==> src/hdl/scsi_bridge_consts.svh <==
// Function
// - page select cleaned at timing strobe edge
// - exactly four byte locations answered
// - low address window gates final decoder
// - five active-low strobes from offset, direction
// - data port access sets acknowledge
// - request withdrawal clears acknowledge
// - select write sets select, busy clears
// - enable bit arms interrupt on request fall
// - write byte held after strobe ends
// - inverted write byte driven when io high during a host write
// - inverted bus byte returned on data read
// - control lines latched on status read
// - busy indication at status bit one
// - interrupt pin open-collector, active low, level
`ifndef SCSI_BRIDGE_CONSTS_SVH
`define SCSI_BRIDGE_CONSTS_SVH

`define HOST_PAGE 8'hfc
`define DATA_PORT_ADDR 16'hfc40
`define BUS_STATUS_ADDR 16'hfc41
`define TARGET_SELECT_ADDR 16'hfc42
`define INTERRUPT_ENABLE_ADDR 16'hfc43
`define WIN_BASE 6'h10
`define DEC_READ_DATA 3'h0
`define DEC_STATUS 3'h1
`define DEC_WRITE_DATA 3'h4
`define DEC_SELECT 3'h6
`define DEC_IRQ_ENABLE 3'h7
`define ST_REQ_BIT 0
`define ST_BSY_BIT 1
`define ST_IO_BIT 2
`define ST_CD_BIT 3
`define ST_MSG_BIT 4
`define IRQ_EN_RST 1'b0
`define BYTE_RST 8'h00
`define BUF_DEPTH_DEF 2

`endif

==> src/hdl/scsi_bridge_pkg.sv <==
package scsi_bridge_pkg;
	typedef logic [7:0] byte_t;
	typedef logic [2:0] dec_sel_t;
	typedef struct packed {
		logic [2:0] unused;
		logic msg;
		logic cd;
		logic io;
		logic bsy;
		logic req;
	} status_t;
endpackage

==> src/hdl/byte_stream_if.sv <==
`timescale 1ns/1ps
`default_nettype none
interface byte_stream_if #(parameter int W = 8);
	logic valid;
	logic ready;
	logic [W-1:0] data;
	modport src(output valid, output data, input ready);
	modport snk(input valid, input data, output ready);
endinterface
`default_nettype wire

==> src/hdl/scsi_host_adapter_bridge.sv <==
`timescale 1ns/1ps
`default_nettype none
`include "scsi_bridge_consts.svh"
module scsi_host_adapter_bridge #(
	parameter int BUF_DEPTH = `BUF_DEPTH_DEF
) (
	input wire logic clk,
	input wire logic sys_rst,
	input wire logic clk_en,
	input wire logic host_system_reset_n,
	input wire logic host_timing_strobe,
	input wire logic page_select_n,
	input wire logic read_not_write,
	input wire logic [7:0] host_addr,
	input wire scsi_bridge_pkg::byte_t host_data_in,
	output scsi_bridge_pkg::byte_t host_data_out,
	output logic host_data_oe,
	output logic host_interrupt_request_n,
	output logic host_irq_oe,
	input wire logic scsi_req_n,
	input wire logic scsi_bsy_n,
	input wire logic scsi_io_n,
	input wire logic scsi_cd_n,
	input wire logic scsi_msg_n,
	input wire scsi_bridge_pkg::byte_t scsi_db_in,
	output scsi_bridge_pkg::byte_t scsi_db_out,
	output logic scsi_db_oe,
	output logic scsi_ack_n,
	output logic scsi_sel_n
);
	import scsi_bridge_pkg::*;

	if (BUF_DEPTH != 2) begin : g_chk
		$error("write path buffer must hold exactly two entries");
	end

	// host timing and page select
	logic strobe_q;
	logic clean_page_select_n_q;
	logic fired_q;
	wire strobe_rise = host_timing_strobe & ~strobe_q;

	always_ff @(posedge clk or posedge sys_rst) begin
		if (sys_rst) begin
			strobe_q <= 1'b0;
			clean_page_select_n_q <= 1'b1;
		end else if (clk_en) begin
			strobe_q <= host_timing_strobe;
			if (strobe_rise) begin
				clean_page_select_n_q <= page_select_n;
			end
		end
	end

	// address decode
	wire addr_hit = host_addr[7:2] == `WIN_BASE;
	wire dec_en = addr_hit & ~clean_page_select_n_q & host_timing_strobe & strobe_q;
	wire dec_sel_t dec_sel = {~read_not_write, host_addr[1:0]};
	wire read_data_strobe_n = ~(dec_en & (dec_sel == `DEC_READ_DATA));
	wire write_data_strobe_n = ~(dec_en & (dec_sel == `DEC_WRITE_DATA));
	wire status_strobe_n = ~(dec_en & (dec_sel == `DEC_STATUS));
	wire select_strobe_n = ~(dec_en & (dec_sel == `DEC_SELECT));
	wire irq_enable_strobe_n = ~(dec_en & (dec_sel == `DEC_IRQ_ENABLE));

	// one event per access phase
	wire access_pulse = dec_en & ~fired_q;
	wire rd_pulse = access_pulse & ~read_data_strobe_n;
	wire wr_pulse = access_pulse & ~write_data_strobe_n;
	wire sel_pulse = access_pulse & ~select_strobe_n;
	wire ien_pulse = access_pulse & ~irq_enable_strobe_n;

	always_ff @(posedge clk or posedge sys_rst) begin
		if (sys_rst) begin
			fired_q <= 1'b0;
		end else if (clk_en) begin
			fired_q <= dec_en;
		end
	end

	// write path through the two-entry buffer
	byte_stream_if #(.W(8)) wr_in ();
	byte_stream_if #(.W(8)) wr_out ();
	assign wr_in.valid = wr_pulse;
	assign wr_in.data = host_data_in;
	assign wr_out.ready = scsi_io_n;
	wire wr_accept = wr_pulse & wr_in.ready;

	byte_buffer #(.W(8), .DEPTH(BUF_DEPTH)) u_wr_buf (
		.clk(clk),
		.sys_rst(sys_rst),
		.clk_en(clk_en),
		.in_s(wr_in),
		.out_s(wr_out)
	);

	byte_t wr_latch_q;
	always_ff @(posedge clk or posedge sys_rst) begin
		if (sys_rst) begin
			wr_latch_q <= `BYTE_RST;
		end else if (clk_en && wr_out.valid && wr_out.ready) begin
			wr_latch_q <= wr_out.data;
		end
	end

	always_ff @(posedge clk or posedge sys_rst) begin
		if (sys_rst) begin
			scsi_db_out <= ~`BYTE_RST;
			scsi_db_oe <= 1'b0;
		end else if (clk_en) begin
			scsi_db_out <= ~wr_latch_q;
			scsi_db_oe <= ~read_not_write & scsi_io_n;
		end
	end

	// acknowledge handshake
	wire ack_clear = ~host_system_reset_n | scsi_req_n;
	always_ff @(posedge clk or posedge sys_rst) begin
		if (sys_rst) begin
			scsi_ack_n <= 1'b1;
		end else if (clk_en) begin
			if (ack_clear) begin
				scsi_ack_n <= 1'b1;
			end else if (rd_pulse | wr_accept) begin
				scsi_ack_n <= 1'b0;
			end
		end
	end

	// selection handshake
	wire sel_clear = ~host_system_reset_n | ~scsi_bsy_n;
	always_ff @(posedge clk or posedge sys_rst) begin
		if (sys_rst) begin
			scsi_sel_n <= 1'b1;
		end else if (clk_en) begin
			if (sel_clear) begin
				scsi_sel_n <= 1'b1;
			end else if (sel_pulse) begin
				scsi_sel_n <= 1'b0;
			end
		end
	end

	// interrupt
	logic irq_en_q;
	logic req_n_q;
	wire req_fall = req_n_q & ~scsi_req_n;
	wire irq_set = irq_en_q & req_fall;
	wire irq_drop = ~irq_en_q | ~host_system_reset_n;

	always_ff @(posedge clk or posedge sys_rst) begin
		if (sys_rst) begin
			irq_en_q <= `IRQ_EN_RST;
			req_n_q <= 1'b1;
		end else if (clk_en) begin
			req_n_q <= scsi_req_n;
			if (~host_system_reset_n) begin
				irq_en_q <= `IRQ_EN_RST;
			end else if (ien_pulse) begin
				irq_en_q <= host_data_in[0];
			end
		end
	end

	always_ff @(posedge clk or posedge sys_rst) begin
		if (sys_rst) begin
			host_interrupt_request_n <= 1'b1;
			host_irq_oe <= 1'b0;
		end else if (clk_en) begin
			if (irq_set && host_system_reset_n) begin
				host_interrupt_request_n <= 1'b0;
				host_irq_oe <= 1'b1;
			end else if (irq_drop) begin
				host_interrupt_request_n <= 1'b1;
				host_irq_oe <= 1'b0;
			end
		end
	end

	// read path and status
	status_t status_live;
	assign status_live.unused = 3'h0;
	assign status_live.msg = ~scsi_msg_n;
	assign status_live.cd = ~scsi_cd_n;
	assign status_live.io = ~scsi_io_n;
	assign status_live.bsy = ~scsi_bsy_n;
	assign status_live.req = ~scsi_req_n;

	always_ff @(posedge clk or posedge sys_rst) begin
		if (sys_rst) begin
			host_data_out <= `BYTE_RST;
			host_data_oe <= 1'b0;
		end else if (clk_en) begin
			host_data_oe <= ~read_data_strobe_n | ~status_strobe_n;
			if (~read_data_strobe_n) begin
				host_data_out <= ~scsi_db_in;
			end else if (~status_strobe_n) begin
				host_data_out <= status_live;
			end
		end
	end
endmodule // scsi_host_adapter_bridge
`default_nettype wire

==> src/hdl/byte_buffer.sv <==
`timescale 1ns/1ps
`default_nettype none
module byte_buffer #(
	parameter int W = 8,
	parameter int DEPTH = 2
) (
	input wire logic clk,
	input wire logic sys_rst,
	input wire logic clk_en,
	byte_stream_if.snk in_s,
	byte_stream_if.src out_s
);
	localparam int AW = (DEPTH > 1) ? $clog2(DEPTH) : 1;

	if (DEPTH < 2 || (DEPTH & (DEPTH - 1)) != 0) begin : g_chk
		$error("byte_buffer depth must be a power of two, at least 2");
	end

	logic [W-1:0] mem_q [DEPTH];
	logic [AW-1:0] wr_ptr_q;
	logic [AW-1:0] rd_ptr_q;
	logic [AW:0] count_q;
	wire push = in_s.valid & in_s.ready;
	wire pop = out_s.valid & out_s.ready;

	assign in_s.ready = count_q != (AW + 1)'(DEPTH);
	assign out_s.valid = count_q != '0;
	assign out_s.data = mem_q[rd_ptr_q];

	always_ff @(posedge clk) begin
		if (clk_en && push) begin
			mem_q[wr_ptr_q] <= in_s.data;
		end
	end

	always_ff @(posedge clk or posedge sys_rst) begin
		if (sys_rst) begin
			wr_ptr_q <= '0;
			rd_ptr_q <= '0;
			count_q <= '0;
		end else if (clk_en) begin
			wr_ptr_q <= wr_ptr_q + AW'(push);
			rd_ptr_q <= rd_ptr_q + AW'(pop);
			count_q <= count_q + (AW + 1)'(push) - (AW + 1)'(pop);
		end
	end
endmodule // byte_buffer
`default_nettype wire

==> config.mk <==
export PLATFORM = sky130hd
export DESIGN_NAME = scsi_host_adapter_bridge
export DESIGN_NICKNAME = d
export VERILOG_FILES = /design/src/hdl/scsi_bridge_pkg.sv /design/src/hdl/byte_stream_if.sv /design/src/hdl/scsi_host_adapter_bridge.sv /design/src/hdl/byte_buffer.sv
export VERILOG_INCLUDE_DIRS = /design/src /design/src/hdl
export SDC_FILE = /design/constraint.sdc
export NUM_CORES = 1
export LEC_CHECK = 0
export BUFFER_PORTS_ARGS = -buffer_cell sky130_fd_sc_hd__clkbuf_2
export CAP_MARGIN = 25
export CORE_MARGIN = 5
export CORE_UTILIZATION = 35
export CTS_CLUSTER_DIAMETER = 60
export DETAILED_ROUTE_END_ITERATION = 7
export PLACE_DENSITY = 0.65
export SYNTH_ARGS = -nofsm -noshare
export SYNTH_HDL_FRONTEND = slang
export SYNTH_HIERARCHICAL = 1
export SYNTH_SLANG_ARGS = --single-unit
==> constraint.sdc <==
create_clock -name clk -period 3.3 [get_ports clk]
set_input_delay 0.66 -clock clk [delete_from_list [all_inputs] [get_ports clk]]
set_output_delay 0.66 -clock clk [all_outputs]
set_load 0.02 [all_outputs]
==> metrics.yaml <==
status: "completed"
cts_inserted_buffers: 5
dp_hpwl_mm: 3.39
antenna_found_initial: 0
first_pass_iters: 4
viasPerCell: 4.74
drv_cap: 0
layoutNonFillerInstCount: 315
pwr_density_cell_mw_per_mm2: 589
insertion_delay_ps: 310
yosys.area_share.simple_pct: 11.1
nets: 272
grt_pass1_vias: 1516
max_freq_ghz: 0.365
hp-class: "primary input to async pin"
yosysMostFrequentCell: "mux2_2"
yosys-mux-area-fraction_pct: 15.9
cts.sinks: 55
htree_levels: 2
p_int_mw: 1.19
worstSetupStartpointType: "primary input"
drive_gt1_share_pct: 52.3
power.switching_mw: 0.492
synth_top_area_cell: "dfrtp_1"
required_ps: 3500
stdcell_area_mm2: 0.00286
antenna_left: 0
clockRootBuffer: "clkbuf_8"
hold_slack_ps: 215
maxSlewViolCount: 0
dp_cells: 307
rows: 30
die_area_mm2: 0.00848
synth_top_family_by_area: "multiplexers"
cp-end-kind: "flip-flop"
grt_setup_unrepaired: "no"
hold_buffers: 0
synth_area_leaders: "dfrtp_1, edfxtp_1, dfstp_2"
pwr-share-clk_pct: 23.2
syn_nets: 208
p_comb_share_pct: 21.6
critical_path_arrival_ps: 2950
clk_pin_slew_worst_paths_ps: 110
synth_seq_cells: 55
r2r-end: "u_wr_buf/count_q[1]$_DFFE_PP0P_"
slew_headroom_pct: 52.3
rr_startpoint: "clean_page_select_n_q$_DFFE_PP1P_"
cp_max_fo: 3
synth_cell_types: 40
setup_viol: 0
synth_warnings: 6
cts_tree: "yes"
crit_path_start: "host_addr[3]"
ys_top_cells_by_count: "mux2_2, dfrtp_1, edfxtp_1"
synthFlopType: "dfrtp_1"
die_height_um: 92.1
core_area_mm2: 0.00668
fin_skew_ps: 6.81
start_util_pct: 35.3
vias: 1494
async_reset_ff_share_pct: 70.9
gr-total-overflow: 0
synth_top_cell_area_share_pct: 27.6
seqPwrFrac_pct: 55.2
synth_edf_count: 16
gp_congestion: 0.760
cp-endpoint: "u_wr_buf/count_q[1]$_DFFE_PP0P_"
io_pins: 58
synthCells: 170
cts_setup_buffers: 0
synthAdderAreaFrac_pct: 1.06
wl_mm: 4.39
synth_compound_area_share_pct: 5.31
syn_area_mm2: 0.00236
p_leak_nw: 1.27
syn_avg_cell_area_um2: 13.9
io_buffers: 57
period_minus_slack_ps: 2740
grt_use_total_pct: 10.7
vdd_drop_max_mv: 0.226
timing_hold_violations_final: 0
ys_seq_area_share_pct: 62.4
fill_cells: 641
syn2layout_area_growth_pct: 21.2
place_area_mm2: 0.00276
critical_path_class: "primary input to flip-flop"
drt-initial-drc-count: 40
sw_frac_of_total_pct: 29.2
grt_pass1_wl_mm: 7.27
r2r_slack_ps: 580
worst_pin_slew_ps: 714
clk_path_buf_depth: 2
diodes: 0
tns_ps: 0
die_x_um: 92.1
grt_start_max_net_pins: 21
drc: 0
reg2reg_depth: 10
synth_xor_area_share_pct: 2.12
post_cts_resized: 0
wl_per_cell_um: 13.9
period_share_pct: 83.0
==> cell type report <==
cell class	instances	area (um^2)	share of cell area [%]
clock buffers	5	68.8	2.41
clock inverters	3	26.3	0.919
inverters	7	26.3	0.919
multi-input cells	104	837	29.3
flip-flops and latches	55	1470	51.5
well taps	80	100	3.50
repair buffers	61	328	11.5
==> worst min path at each step <==
| stage | to | from | depth (start not counted) | slack [ps] |
|---|---|---|---|---|
| 2_1_floorplan | scsi_db_out[0]$_DFFE_PP1P_ | wr_latch_q[0]$_DFFE_PP0P_ | 1 | 380 |
| 3_3_place_gp | scsi_db_out[0]$_DFFE_PP1P_ | wr_latch_q[0]$_DFFE_PP0P_ | 1 | 390 |
| 3_5_place_dp | scsi_db_out[0]$_DFFE_PP1P_ | wr_latch_q[0]$_DFFE_PP0P_ | 1 | 400 |
| 4_1_cts | u_wr_buf/wr_ptr_q$_DFFE_PP0P_ | sys_rst | 2 | 220 |
| 5_1_grt | u_wr_buf/rd_ptr_q$_DFFE_PP0P_ | sys_rst | 2 | 230 |
| 6_report | u_wr_buf/count_q[1]$_DFFE_PP0P_ | sys_rst | 2 | 220 |
==> cell usage in the layout (no fill, tap or decap), types with 3 or more instances in the layout <==
| cell type | instances |
|---|---|
| clkbuf_2 | 57 |
| mux2_2 | 28 |
| dfrtp_1 | 26 |
| edfxtp_1 | 16 |
| dfstp_2 | 13 |
| nand2_1 | 11 |
| nor2_1 | 9 |
| o21ai_0 | 8 |
| inv_1 | 7 |
| a21oi_1 | 7 |
| mux2i_1 | 6 |
| clkbuf_8 | 5 |
| inv_6 | 3 |
| buf_4 | 3 |
==> per-layer routing <==
layer / global-route usage, % / part of all wire [%] / wire [um] / vias up
met2: 17.9 / 49 / 2150 / 34
met4: 3.71 / 1.5 / 64 / 0
met3: 2.79 / 4.7 / 207 / 6
met5: 0 / 0 / 0 / -
met1: 13.4 / 45 / 1970 / 717
li1: - / - / - / 737
==> per-stage QoR <==
stage	power [mW]	setup WS [ps]	utilization, %
5_1_grt	1.78	271	42.8
2_1_floorplan	1.21	393	-
4_1_cts	1.71	563	42.8
3_5_place_dp	1.32	225	41.4
6_report	1.68	560	42.8
3_3_place_gp	1.30	255	41.4
==> power groups by stage <==
stage                     registers (mW)  clock network [mW]  logic [mW]
final                              0.930               0.391       0.364
after global routing               0.947               0.434       0.402
after CTS                          0.933               0.408       0.372
after detailed placement           0.946                   0       0.371
after global placement             0.943                   0       0.362
after floorplan                    0.960                   0       0.248
==> sequential cells by signal, indices dropped and copies added (netlist names), 2 cells and up <==
name              count
u_wr_buf/mem_q       16
wr_latch_q            8
host_data_out         8
scsi_db_out           8
u_wr_buf/count_q      2
==> critical path, cell delays in order <==
cell	delay (ps)
clkbuf_2	90
or4b_2	650
nor3_1	260
nor4b_1	350
nand2_1	90
ha_1	280
inv_1	40
ha_1	170
xor2_1	130
nand2_1	80
xnor2_1	140
==> cell families after synthesis <==
group,Yosys count
simple gates,43
flops,55
fa+ha+maj,2
xor+xnor,4
compound gates,21
mux,34
buf+inv,11
Note: power is estimated with default switching activity, not from simulation.
